$ cat config.mk
export PLATFORM = sky130hd
export DESIGN_NAME = mrs_reset_defaults
export DESIGN_NICKNAME = d
export VERILOG_FILES = /design/src/mrs_pkg.sv /design/src/mrs_reset_defaults.sv
export SDC_FILE = /design/constraint.sdc
export NUM_CORES = 1
export LEC_CHECK = 0
export ABC_AREA = 1
export ABC_CLOCK_PERIOD_IN_PS = 2000
export BUFFER_PORTS_ARGS = -buffer_cell sky130_fd_sc_hd__buf_2
export CAP_MARGIN = 10
export CORE_ASPECT_RATIO = 0.75
export CORE_UTILIZATION = 52
export DETAILED_ROUTE_END_ITERATION = 7
export PLACE_DENSITY = 0.78
export REMOVE_ABC_BUFFERS = 1
export SLEW_MARGIN = 20
export SYNTH_ARGS = -nofsm -noshare
export SYNTH_HDL_FRONTEND = slang
export SYNTH_SLANG_ARGS = --single-unit
$ cat constraint.sdc
create_clock -name pclk -period 2 [get_ports pclk]
set_clock_uncertainty 0.2 [all_clocks]
set_input_delay 0.6 -clock pclk [delete_from_list [all_inputs] [get_ports pclk]]
set_output_delay 0.6 -clock pclk [all_outputs]
set_load 0.03 [all_outputs]
$ cat src/mrs_pkg.sv
// mrs_pkg: reset values, register offsets and pin layouts for the reset defaults block
// assumes a single 125 MHz pclk domain and an apb master for software access
package mrs_pkg;

  // ----------------------------------------------------------------------------
  // register byte offsets
  // ----------------------------------------------------------------------------
  localparam logic [7:0] off_serial_tx_buffer       = 8'h00;
  localparam logic [7:0] off_fast_output_command    = 8'h04;
  localparam logic [7:0] off_fast_output_time       = 8'h08;
  localparam logic [7:0] off_fast_input_mode        = 8'h0c;
  localparam logic [7:0] off_pulse_mod_b_control    = 8'h10;
  localparam logic [7:0] off_pulse_mod_c_control    = 8'h14;
  localparam logic [7:0] off_error_correct_cs       = 8'h18;
  localparam logic [7:0] off_third_counter_value    = 8'h1c;
  localparam logic [7:0] off_io_control_four        = 8'h20;
  localparam logic [7:0] off_interrupt_priority     = 8'h24;
  localparam logic [7:0] off_transaction_server_svc = 8'h28;
  localparam logic [7:0] off_transaction_server_sel = 8'h2c;
  localparam logic [7:0] off_second_timer_capture   = 8'h30;
  localparam logic [7:0] off_program_counter        = 8'h34;
  localparam logic [7:0] off_chip_configuration     = 8'h38;
  localparam logic [7:0] off_pin_control            = 8'h3c;
  localparam logic [7:0] off_pin_status             = 8'h40;

  // ----------------------------------------------------------------------------
  // reset values
  // ----------------------------------------------------------------------------
  localparam logic [7:0]  rst_byte_zero    = 8'h00;
  localparam logic [15:0] rst_word_zero    = 16'h0000;
  localparam logic [7:0]  rst_fast_in_mode = 8'hff;
  localparam logic [7:0]  rst_io_ctl_four  = 8'hf0;
  localparam logic [15:0] rst_prog_counter = 16'h2080;
  localparam logic [5:0]  rst_chip_cfg_low = 6'h2f;
  localparam logic [1:0]  rst_chip_cfg_top = 2'h0;   // top bits undefined, held at zero

  // ----------------------------------------------------------------------------
  // pin control register fields
  // ----------------------------------------------------------------------------
  localparam int pc_fast_out_lsb  = 0;   // four fast output levels
  localparam int pc_pwm_a_level   = 4;   // pulse_mod_a_output level
  localparam int pc_tx_level      = 5;   // serial transmit level, inverted at the pin
  localparam int pc_port2_alt_lsb = 8;   // second port alternate selects

  // pin status fields
  localparam int ps_ecc_enable_n  = 0;
  localparam int ps_in_reset      = 1;

  // ----------------------------------------------------------------------------
  // carrier for the external pin group
  // ----------------------------------------------------------------------------
  typedef struct packed {
    logic [15:0] muxed_addr_data_bus;
    logic        addr_latch;
    logic        read_strobe;
    logic        write_strobe;
  } mrs_bus_pins_t;

  typedef enum logic [1:0] {st_hold, st_release, st_run} mrs_state_t;

endpackage

$ cat src/mrs_reset_defaults.sv
// mrs_reset_defaults: register reset values and pin states around an external reset
// assumes apb master on pclk; reset pin and ecc enable come from outside and are synchronised
//
// Function
// - serial transmit buffer resets to 00
// - fast output command resets to 00, fast output time to 0000
// - fast input mode resets to ff
// - second and third pulse modulator controls reset to 00
// - error correction control/status resets to 00
// - third counter value resets to 0000
// - fourth io control resets to f0
// - interrupt priority resets to 00
// - transaction server service and select reset to 0000
// - second timer capture resets to 0000
// - program counter resets to 2080
// - fast output pins pulled low in reset, driven low after
// - second port stays general purpose, alternates off, pulled up
// - check bits may be driven while ecc enable is low
//
// Chosen here: the placing of the registers and the APB register port.
`timescale 1ns/1ns
module mrs_reset_defaults (
  input  wire logic                   pclk,
  input  wire logic                   presetn,
  input  wire logic                   psel,
  input  wire logic                   penable,
  input  wire logic                   pwrite,
  input  wire logic [7:0]             paddr,
  input  wire logic [31:0]            pwdata,
  output logic [31:0]                 prdata,
  output logic                        pready,
  output logic                        pslverr,
  input  wire logic                   ext_reset_n,
  input  wire logic                   error_correct_enable_n,
  input  wire logic [4:0]             check_bit_in,
  output logic [4:0]                  check_bit_pins,
  output logic [4:0]                  check_bit_oe,
  output logic [3:0]                  fast_output_pins,
  output logic                        fast_output_oe,
  output logic                        fast_output_pull_down,
  output logic [7:0]                  second_port_alt_sel,
  output logic                        second_port_pull_up,
  output logic                        pulse_mod_a_output,
  output logic                        pulse_mod_a_oe,
  output logic                        serial_tx_pin,
  output logic                        serial_tx_oe,
  output mrs_pkg::mrs_bus_pins_t      bus_pins,
  output logic                        bus_oe,
  output logic                        bus_pull_up,
  output logic [15:0]                 fetch_address,
  output logic                        in_reset
);

  // ----------------------------------------------------------------------------
  // pin synchronisers
  // ----------------------------------------------------------------------------
  logic [2:0] rst_sync;
  logic [2:0] ecc_sync;
  logic       ext_reset_n_q;
  logic       ecc_en_n_q;

  // three stages; change taken once stages two and three agree
  always_ff @(posedge pclk or negedge presetn) begin
    if (!presetn) begin
      rst_sync <= 3'h0;
      ecc_sync <= 3'h7;
    end else begin
      rst_sync <= {rst_sync[1:0], ext_reset_n};
      ecc_sync <= {ecc_sync[1:0], error_correct_enable_n};
    end
  end

  // filtered levels
  always_ff @(posedge pclk or negedge presetn) begin
    if (!presetn) begin
      ext_reset_n_q <= 1'b0;
      ecc_en_n_q    <= 1'b1;
    end else begin
      if (rst_sync[1] == rst_sync[2]) ext_reset_n_q <= rst_sync[2];
      if (ecc_sync[1] == ecc_sync[2]) ecc_en_n_q    <= ecc_sync[2];
    end
  end

  // ----------------------------------------------------------------------------
  // reset sequencing
  // ----------------------------------------------------------------------------
  mrs_pkg::mrs_state_t state;
  logic                sys_reset;

  assign sys_reset = (state != mrs_pkg::st_run);

  // hold while pin low, one release cycle loads defaults, then run
  always_ff @(posedge pclk or negedge presetn) begin
    if (!presetn) begin
      state <= mrs_pkg::st_hold;
    end else begin
      case (state)
        mrs_pkg::st_hold:    if (ext_reset_n_q) state <= mrs_pkg::st_release;
        mrs_pkg::st_release: state <= ext_reset_n_q ? mrs_pkg::st_run : mrs_pkg::st_hold;
        mrs_pkg::st_run:     if (!ext_reset_n_q) state <= mrs_pkg::st_hold;
        default:             state <= mrs_pkg::st_hold;
      endcase
    end
  end

  // ----------------------------------------------------------------------------
  // apb decode
  // ----------------------------------------------------------------------------
  logic wr_en;

  function automatic logic known_addr(input logic [7:0] a);
    known_addr = (a[1:0] == 2'h0) && (a <= mrs_pkg::off_pin_status);
  endfunction

  // write lands only at the completing edge, where the master sees pready high
  assign wr_en = psel && penable && pready && pwrite && known_addr(paddr) && !sys_reset;

  // ----------------------------------------------------------------------------
  // special function registers
  // ----------------------------------------------------------------------------
  logic [7:0]  serial_tx_buffer;
  logic [7:0]  fast_output_command;
  logic [15:0] fast_output_time;
  logic [7:0]  fast_input_mode;
  logic [7:0]  pulse_mod_b_control;
  logic [7:0]  pulse_mod_c_control;
  logic [7:0]  error_correct_ctrl_status;
  logic [15:0] third_counter_value;
  logic [7:0]  io_control_four;
  logic [7:0]  interrupt_priority;
  logic [15:0] transaction_server_service;
  logic [15:0] transaction_server_select;
  logic [15:0] second_timer_capture;
  logic [15:0] program_counter;
  logic [7:0]  chip_configuration;
  logic [15:0] pin_control;

  // defaults held while reset is in force, software writes after
  always_ff @(posedge pclk or negedge presetn) begin
    if (!presetn) begin
      serial_tx_buffer           <= mrs_pkg::rst_byte_zero;
      fast_output_command        <= mrs_pkg::rst_byte_zero;
      fast_output_time           <= mrs_pkg::rst_word_zero;
      fast_input_mode            <= mrs_pkg::rst_fast_in_mode;
      pulse_mod_b_control        <= mrs_pkg::rst_byte_zero;
      pulse_mod_c_control        <= mrs_pkg::rst_byte_zero;
      error_correct_ctrl_status  <= mrs_pkg::rst_byte_zero;
      third_counter_value        <= mrs_pkg::rst_word_zero;
      io_control_four            <= mrs_pkg::rst_io_ctl_four;
      interrupt_priority         <= mrs_pkg::rst_byte_zero;
      transaction_server_service <= mrs_pkg::rst_word_zero;
      transaction_server_select  <= mrs_pkg::rst_word_zero;
      second_timer_capture       <= mrs_pkg::rst_word_zero;
      program_counter            <= mrs_pkg::rst_prog_counter;
      chip_configuration         <= {mrs_pkg::rst_chip_cfg_top, mrs_pkg::rst_chip_cfg_low};
      pin_control                <= 16'h0000;
    end else if (sys_reset) begin
      serial_tx_buffer           <= mrs_pkg::rst_byte_zero;
      fast_output_command        <= mrs_pkg::rst_byte_zero;
      fast_output_time           <= mrs_pkg::rst_word_zero;
      fast_input_mode            <= mrs_pkg::rst_fast_in_mode;
      pulse_mod_b_control        <= mrs_pkg::rst_byte_zero;
      pulse_mod_c_control        <= mrs_pkg::rst_byte_zero;
      error_correct_ctrl_status  <= mrs_pkg::rst_byte_zero;
      third_counter_value        <= mrs_pkg::rst_word_zero;
      io_control_four            <= mrs_pkg::rst_io_ctl_four;
      interrupt_priority         <= mrs_pkg::rst_byte_zero;
      transaction_server_service <= mrs_pkg::rst_word_zero;
      transaction_server_select  <= mrs_pkg::rst_word_zero;
      second_timer_capture       <= mrs_pkg::rst_word_zero;
      program_counter            <= mrs_pkg::rst_prog_counter;
      chip_configuration         <= {mrs_pkg::rst_chip_cfg_top, mrs_pkg::rst_chip_cfg_low};
      pin_control                <= 16'h0000;
    end else if (wr_en) begin
      case (paddr)
        mrs_pkg::off_serial_tx_buffer:       serial_tx_buffer           <= pwdata[7:0];
        mrs_pkg::off_fast_output_command:    fast_output_command        <= pwdata[7:0];
        mrs_pkg::off_fast_output_time:       fast_output_time           <= pwdata[15:0];
        mrs_pkg::off_fast_input_mode:        fast_input_mode            <= pwdata[7:0];
        mrs_pkg::off_pulse_mod_b_control:    pulse_mod_b_control        <= pwdata[7:0];
        mrs_pkg::off_pulse_mod_c_control:    pulse_mod_c_control        <= pwdata[7:0];
        mrs_pkg::off_error_correct_cs:       error_correct_ctrl_status  <= pwdata[7:0];
        mrs_pkg::off_third_counter_value:    third_counter_value        <= pwdata[15:0];
        mrs_pkg::off_io_control_four:        io_control_four            <= pwdata[7:0];
        mrs_pkg::off_interrupt_priority:     interrupt_priority         <= pwdata[7:0];
        mrs_pkg::off_transaction_server_svc: transaction_server_service <= pwdata[15:0];
        mrs_pkg::off_transaction_server_sel: transaction_server_select  <= pwdata[15:0];
        mrs_pkg::off_second_timer_capture:   second_timer_capture       <= pwdata[15:0];
        mrs_pkg::off_program_counter:        program_counter            <= pwdata[15:0];
        mrs_pkg::off_chip_configuration:     chip_configuration         <= pwdata[7:0];
        mrs_pkg::off_pin_control:            pin_control                <= pwdata[15:0];
        default: ;
      endcase
    end
  end

  // ----------------------------------------------------------------------------
  // apb read and answer
  // ----------------------------------------------------------------------------
  logic [31:0] rd_mux;

  // read multiplexer, narrow registers in low bits
  always_comb begin
    rd_mux = 32'h0000_0000;
    case (paddr)
      mrs_pkg::off_serial_tx_buffer:       rd_mux = {24'h0, serial_tx_buffer};
      mrs_pkg::off_fast_output_command:    rd_mux = {24'h0, fast_output_command};
      mrs_pkg::off_fast_output_time:       rd_mux = {16'h0, fast_output_time};
      mrs_pkg::off_fast_input_mode:        rd_mux = {24'h0, fast_input_mode};
      mrs_pkg::off_pulse_mod_b_control:    rd_mux = {24'h0, pulse_mod_b_control};
      mrs_pkg::off_pulse_mod_c_control:    rd_mux = {24'h0, pulse_mod_c_control};
      mrs_pkg::off_error_correct_cs:       rd_mux = {24'h0, error_correct_ctrl_status};
      mrs_pkg::off_third_counter_value:    rd_mux = {16'h0, third_counter_value};
      mrs_pkg::off_io_control_four:        rd_mux = {24'h0, io_control_four};
      mrs_pkg::off_interrupt_priority:     rd_mux = {24'h0, interrupt_priority};
      mrs_pkg::off_transaction_server_svc: rd_mux = {16'h0, transaction_server_service};
      mrs_pkg::off_transaction_server_sel: rd_mux = {16'h0, transaction_server_select};
      mrs_pkg::off_second_timer_capture:   rd_mux = {16'h0, second_timer_capture};
      mrs_pkg::off_program_counter:        rd_mux = {16'h0, program_counter};
      mrs_pkg::off_chip_configuration:     rd_mux = {24'h0, chip_configuration};
      mrs_pkg::off_pin_control:            rd_mux = {16'h0, pin_control};
      mrs_pkg::off_pin_status:             rd_mux = {30'h0, sys_reset, ecc_en_n_q};
      default:                             rd_mux = 32'h0000_0000;
    endcase
  end

  // one wait state: pready rises in the first access cycle's following edge
  always_ff @(posedge pclk or negedge presetn) begin
    if (!presetn) begin
      pready  <= 1'b0;
      pslverr <= 1'b0;
      prdata  <= 32'h0000_0000;
    end else begin
      pready  <= psel && penable && !pready;
      pslverr <= psel && penable && !pready && !known_addr(paddr);
      prdata  <= (psel && penable && !pready && !pwrite) ? rd_mux : 32'h0000_0000;
    end
  end

  // ----------------------------------------------------------------------------
  // pin state
  // ----------------------------------------------------------------------------
  // pin control field positions, declared ahead of their use
  localparam int pc_port2_alt_lsb = mrs_pkg::pc_port2_alt_lsb;
  localparam int pc_fast_out_lsb  = mrs_pkg::pc_fast_out_lsb;
  localparam int pc_pwm_a_level   = mrs_pkg::pc_pwm_a_level;
  localparam int pc_tx_level      = mrs_pkg::pc_tx_level;

  // pulls during reset, active drive once running
  always_ff @(posedge pclk or negedge presetn) begin
    if (!presetn) begin
      fast_output_pins      <= 4'h0;
      fast_output_oe        <= 1'b0;
      fast_output_pull_down <= 1'b1;
      second_port_alt_sel   <= 8'h00;
      second_port_pull_up   <= 1'b1;
      pulse_mod_a_output    <= 1'b0;
      pulse_mod_a_oe        <= 1'b0;
      serial_tx_pin         <= 1'b1;
      serial_tx_oe          <= 1'b0;
      bus_pins              <= '1;
      bus_oe                <= 1'b0;
      bus_pull_up           <= 1'b1;
      check_bit_pins        <= 5'h00;
      check_bit_oe          <= 5'h00;
      fetch_address         <= mrs_pkg::rst_prog_counter;
      in_reset              <= 1'b1;
    end else begin
      in_reset              <= sys_reset;
      fetch_address         <= program_counter;
      fast_output_pull_down <= sys_reset;
      fast_output_oe        <= !sys_reset;
      fast_output_pins      <= sys_reset ? 4'h0 : pin_control[pc_fast_out_lsb +: 4];
      second_port_pull_up   <= 1'b1;
      second_port_alt_sel   <= sys_reset ? 8'h00 : pin_control[pc_port2_alt_lsb +: 8];
      pulse_mod_a_oe        <= !sys_reset;
      pulse_mod_a_output    <= sys_reset ? 1'b0 : pin_control[pc_pwm_a_level];
      serial_tx_oe          <= !sys_reset;
      serial_tx_pin         <= sys_reset ? 1'b1 : !pin_control[pc_tx_level];
      bus_pull_up           <= sys_reset;
      bus_oe                <= !sys_reset;
      bus_pins.muxed_addr_data_bus <= sys_reset ? 16'hffff : program_counter;
      bus_pins.addr_latch   <= sys_reset;
      bus_pins.read_strobe  <= 1'b1;
      bus_pins.write_strobe <= 1'b1;
      check_bit_oe          <= (!sys_reset && !ecc_en_n_q) ? 5'h1f : 5'h00;
      check_bit_pins        <= ~check_bit_in;
    end
  end

endmodule // mrs_reset_defaults

==> impl_summary.txt <==
----------------------------------------------------
[Placed design]
  Port buffer count ... 117
  Post-Place Worst Slack ... -366.1 ps
  DPL Wire Length ... 21.07 mm
  Routability-driven placement congestion ratio ... 0.9110

[STA]
  Worst Slack Setup Final ... -54.16 ps
  Fin. max-slew vios ... 0
  Least-Margin Pin Slew ... 629.2 ps
  Worst slew margin ... 57.90%
  Period Utilization, post-route ... 102.7%
  Number of setup violations in the final report ... 4
  Number of failing hold endpoints at the final stage ... 0
  Max Freq ... 0.4868 GHz
  Unrepaired setup endpoints after global routing ... yes
  Fin crit period ... 2054 ps

[Pwr]
  Pwr dens ... 857.4 nW/um^2
  Sw frac ... 26.35%
  Fraction of power consumed by sequential logic ... 47.7%
  Internal power ... 8.966 mW
  Combinational Power Share ... 12.6%
  Leakage Power ... 6.860 nW
  Sw Pwr ... 3.208 mW
  Clock network fraction of design power ... 39.8%
  Post-layout power ... 12.17 mW
  Max IR drop VDD ... 0.8697 mV

[Worst setup path]
  Crit path capture type ... primary output
  Critical path launch point ... in_reset
  CP startpoint kind ... flop
  Longest individual stage delay on the worst path ... 560 ps
  Crit path max-delay family ... flip-flops
  Maximum fanout count along the critical path ... 4
  Worst path arrival time ... 1250 ps
  Cell with the biggest individual delay on the critical path ... sky130_fd_sc_hd__dfstp_2
  Worst path buffer plus inverter count ... 1
  Critical Setup Path Class ... flop to primary output
  Reg-to-Reg Start ... state[0]
  Required time of the critical path ... 1200 ps
  R2R Setup Slk ... 100 ps
  Worst-path cell chain ... buf_4

[CTS]
  Master cell of the clock root buffer ... sky130_fd_sc_hd__clkbuf_16
  Post-CTS repair timing setup buffer count ... 0
  CTS sink count ... 266
  Maximum buffer depth of the clock tree ... 3
  Clock latency at the later pin of the worst-skew pair ... 530 ps
  CTS buffer count ... 25
  Clock-pin slew on the worst setup and hold paths ... 60 ps
  CTS tree ... done
  CTS H-tree depth ... 1

[Finish]
  Fraction of final layout cells sized beyond drive strength 1 ... 24.04%
  N_diodes ... 0
  Area growth, synth to finish ... 24.17%
  Net total in the final layout ... 1522

[Floorplan]
  Placement Rows ... 46
  Starting density of the core ... 53.55%
  Die Height ... 130.4 um
  Count of boundary I/O pins ... 153
  Die outline width ... 173.2 um
  Full die area ... 22590 sq um
  Core area ... 21350 sq um

[Global routing]
  Global-route usage over all layers ... 28.53%
  Vias in the first global route ... 9545
  First-pass GRT wire length ... 50.30 mm
  Antenna violations before repair ... 0
  Overflow left after global routing ... 0
  Pin count of the biggest net entering global routing ... 67

[Hold path]
  Worst hold path startpoint ... check_bit_in[1]
  Hold/Removal Path Class ... input port to flop

[Route]
  Vias ... 9863
  Number of DRC markers after the initial detailed-route iteration ... 1093
  Wire length on met3 ... 3.089 mm
  Post-route met1 wirelength ... 13.24 mm
  Detailed Routing Iterations Pass 1 ... 5
  Total wire length after detailed routing ... 30.97 mm
  Post-route antenna net violation count ... 0
  Met2 wirelength from detailed routing ... 13.79 mm
  # DRC ... 0
  Routed length per instance ... 17.43 um
  Top routing layer in use ... met4
  Vias per cell ... 5.550

[Logic synthesis]
  Cell area after synthesis ... 11430 sq um
  Synthesized area per cell ... 8.892 sq um
  Part of the Yosys area used for sequential elements ... 58.68%
  Gate count after technology mapping ... 1286
  Distinct cells, synth ... 29
  YS warnings ... 0
  Yosys reg bits ... 266

[Run status]
  Result of the run ... finished, violations left
  Violations in the final reports ... negative setup slack

[Run]
  Maxcap violations ... 0

----------------------------------------------------
==> metrics by stage <==
step | area [sq um] | std cells | setup TNS, ps | hold slack, ps | utilization, %
floorplan | 10940 | 1198 | -578870 | 104.4 | -
global placement | 13190 | 1726 | -47280 | 134.7 | 61.77
detailed placement | 13190 | 1726 | -54290 | 141.0 | 61.77
CTS | 14170 | 1777 | -225.6 | 9.828 | 66.37
global route | 14200 | 1777 | -403.3 | 6.128 | 66.49
finish | 14200 | 1777 | -206.5 | 18.67 | 66.49
==> layout make-up <==
class	instances	area [sq um]
tap	288	360.3
timing repair buffer	245	2049
inverter	54	207.7
clock inverter	13	151.4
clock buffer	33	685.7
fill	1681	7154
multi-input combinational	878	4034
sequential	266	6710
==> cell usage in the layout (no fill, tap or decap), drive strengths merged <==
cell type,count
inv,54
buf,240
o21ai,183
bufinv,3
dfstp,43
clkinv,7
nor2,106
conb,19
o22ai,1
nor3b,1
nand3b,1
or2,13
nand2,294
clkbuf,33
clkinvlp,3
dlygate4sd3,5
nand3,240
maj3,2
a21oi,17
dfrtp,223
nor3,1
==> power groups by stage <==
stage	Combinational (mW)	Clock, mW	Sequential [mW]
finish	1.53	4.84	5.80
global route	1.64	5.14	5.82
CTS	1.52	4.88	5.80
detailed placement	1.44	0	5.88
global placement	1.42	0	5.87
floorplan	0.529	0	6.08
==> registers in the layout, summed over array words and instances, names as in the netlist, 5 cells and up <==
| name | count |
|---|---|
| prdata | 16 |
| transaction_server_select | 16 |
| pulse_mod_b_control | 8 |
| program_counter | 16 |
| third_counter_value | 16 |
| second_port_alt_sel | 8 |
| fast_output_time | 16 |
| pin_control | 16 |
| bus_pins | 16 |
| serial_tx_buffer | 8 |
| io_control_four | 8 |
| interrupt_priority | 8 |
| chip_configuration | 8 |
| error_correct_ctrl_status | 8 |
| second_timer_capture | 16 |
| check_bit_pins | 5 |
| fast_output_command | 8 |
| fast_input_mode | 8 |
| pulse_mod_c_control | 8 |
| transaction_server_service | 16 |
| fetch_address | 16 |
==> path summary, 6_finish.rpt <==
| path | to | cells past startpoint |
|---|---|---|
| max | in_reset | 1 |
| min | check_bit_pins[1] | 2 |
| max reg2reg | fast_output_time[3] | 6 |
| min reg2reg | rst_sync[1] | 0 |
| max in group asynchronous | io_control_four[7] | 3 |
| min in group asynchronous | fetch_address[8] | 2 |
==> what timing repair did <==
item                                    CTS  global route
resized for setup                        33             7
cloned                                    0             0
endpoints found under the setup margin   23            19
hold buffers                              5             0
hold endpoints to repair                 25             0
==> logic make-up (layout without fill, tap and decap cells) <==
kind of cell / count (synthesis) / in the layout / share of synthesized area [%]
buffers and inverters: 159 / 345 / 6.664
AOI/OAI and AO/OA: 201 / 201 / 8.907
adders and majority gates: 2 / 2 / 0.1751
other: 2 / 19 / 0.06568
DFF: 266 / 266 / 58.68
and+or+nand+nor: 656 / 656 / 25.51
==> metal layers <==
| layer | vias to the layer above | track usage [%] |
|---|---|---|
| met3 | 79 | 5.440 |
| li1 | 4549 | - |
| met5 | - | 0 |
| met2 | 507 | 45.35 |
| met1 | 4728 | 40.24 |
| met4 | 0 | 8.902 |
==> cell usage after synthesis <==
cell                       number  area, sq um
sky130_fd_sc_hd__a21oi_1       16        80.08
sky130_fd_sc_hd__a21oi_4        1        16.27
sky130_fd_sc_hd__buf_1          9        33.78
sky130_fd_sc_hd__buf_12         1        20.02
sky130_fd_sc_hd__buf_2         26        130.1
sky130_fd_sc_hd__buf_4         30        225.2
sky130_fd_sc_hd__clkbuf_1      36        135.1
sky130_fd_sc_hd__clkbuf_2       3        15.01
sky130_fd_sc_hd__clkinv_1       1        3.750
sky130_fd_sc_hd__conb_1         2        7.510
sky130_fd_sc_hd__dfrtp_1      223         5580
sky130_fd_sc_hd__dfstp_2       43         1130
sky130_fd_sc_hd__inv_1         52        195.2
sky130_fd_sc_hd__inv_2          1        3.750
sky130_fd_sc_hd__maj3_1         2        20.02
sky130_fd_sc_hd__nand2_1      291         1092
sky130_fd_sc_hd__nand2_2        3        18.77
sky130_fd_sc_hd__nand3_1      233         1166
sky130_fd_sc_hd__nand3_2        1        10.01
sky130_fd_sc_hd__nand3_4        6        105.1
sky130_fd_sc_hd__nand3b_4       1        20.02
sky130_fd_sc_hd__nor2_1       101        379.1
sky130_fd_sc_hd__nor2_2         5        31.28
sky130_fd_sc_hd__nor3_1         1        5.000
sky130_fd_sc_hd__nor3b_1        1        7.510
sky130_fd_sc_hd__o21ai_0      176        880.8
sky130_fd_sc_hd__o21ai_1        7        35.03
sky130_fd_sc_hd__o22ai_1        1        6.260
sky130_fd_sc_hd__or2_2         13        81.33
Note: power is estimated with default switching activity, not from simulation.
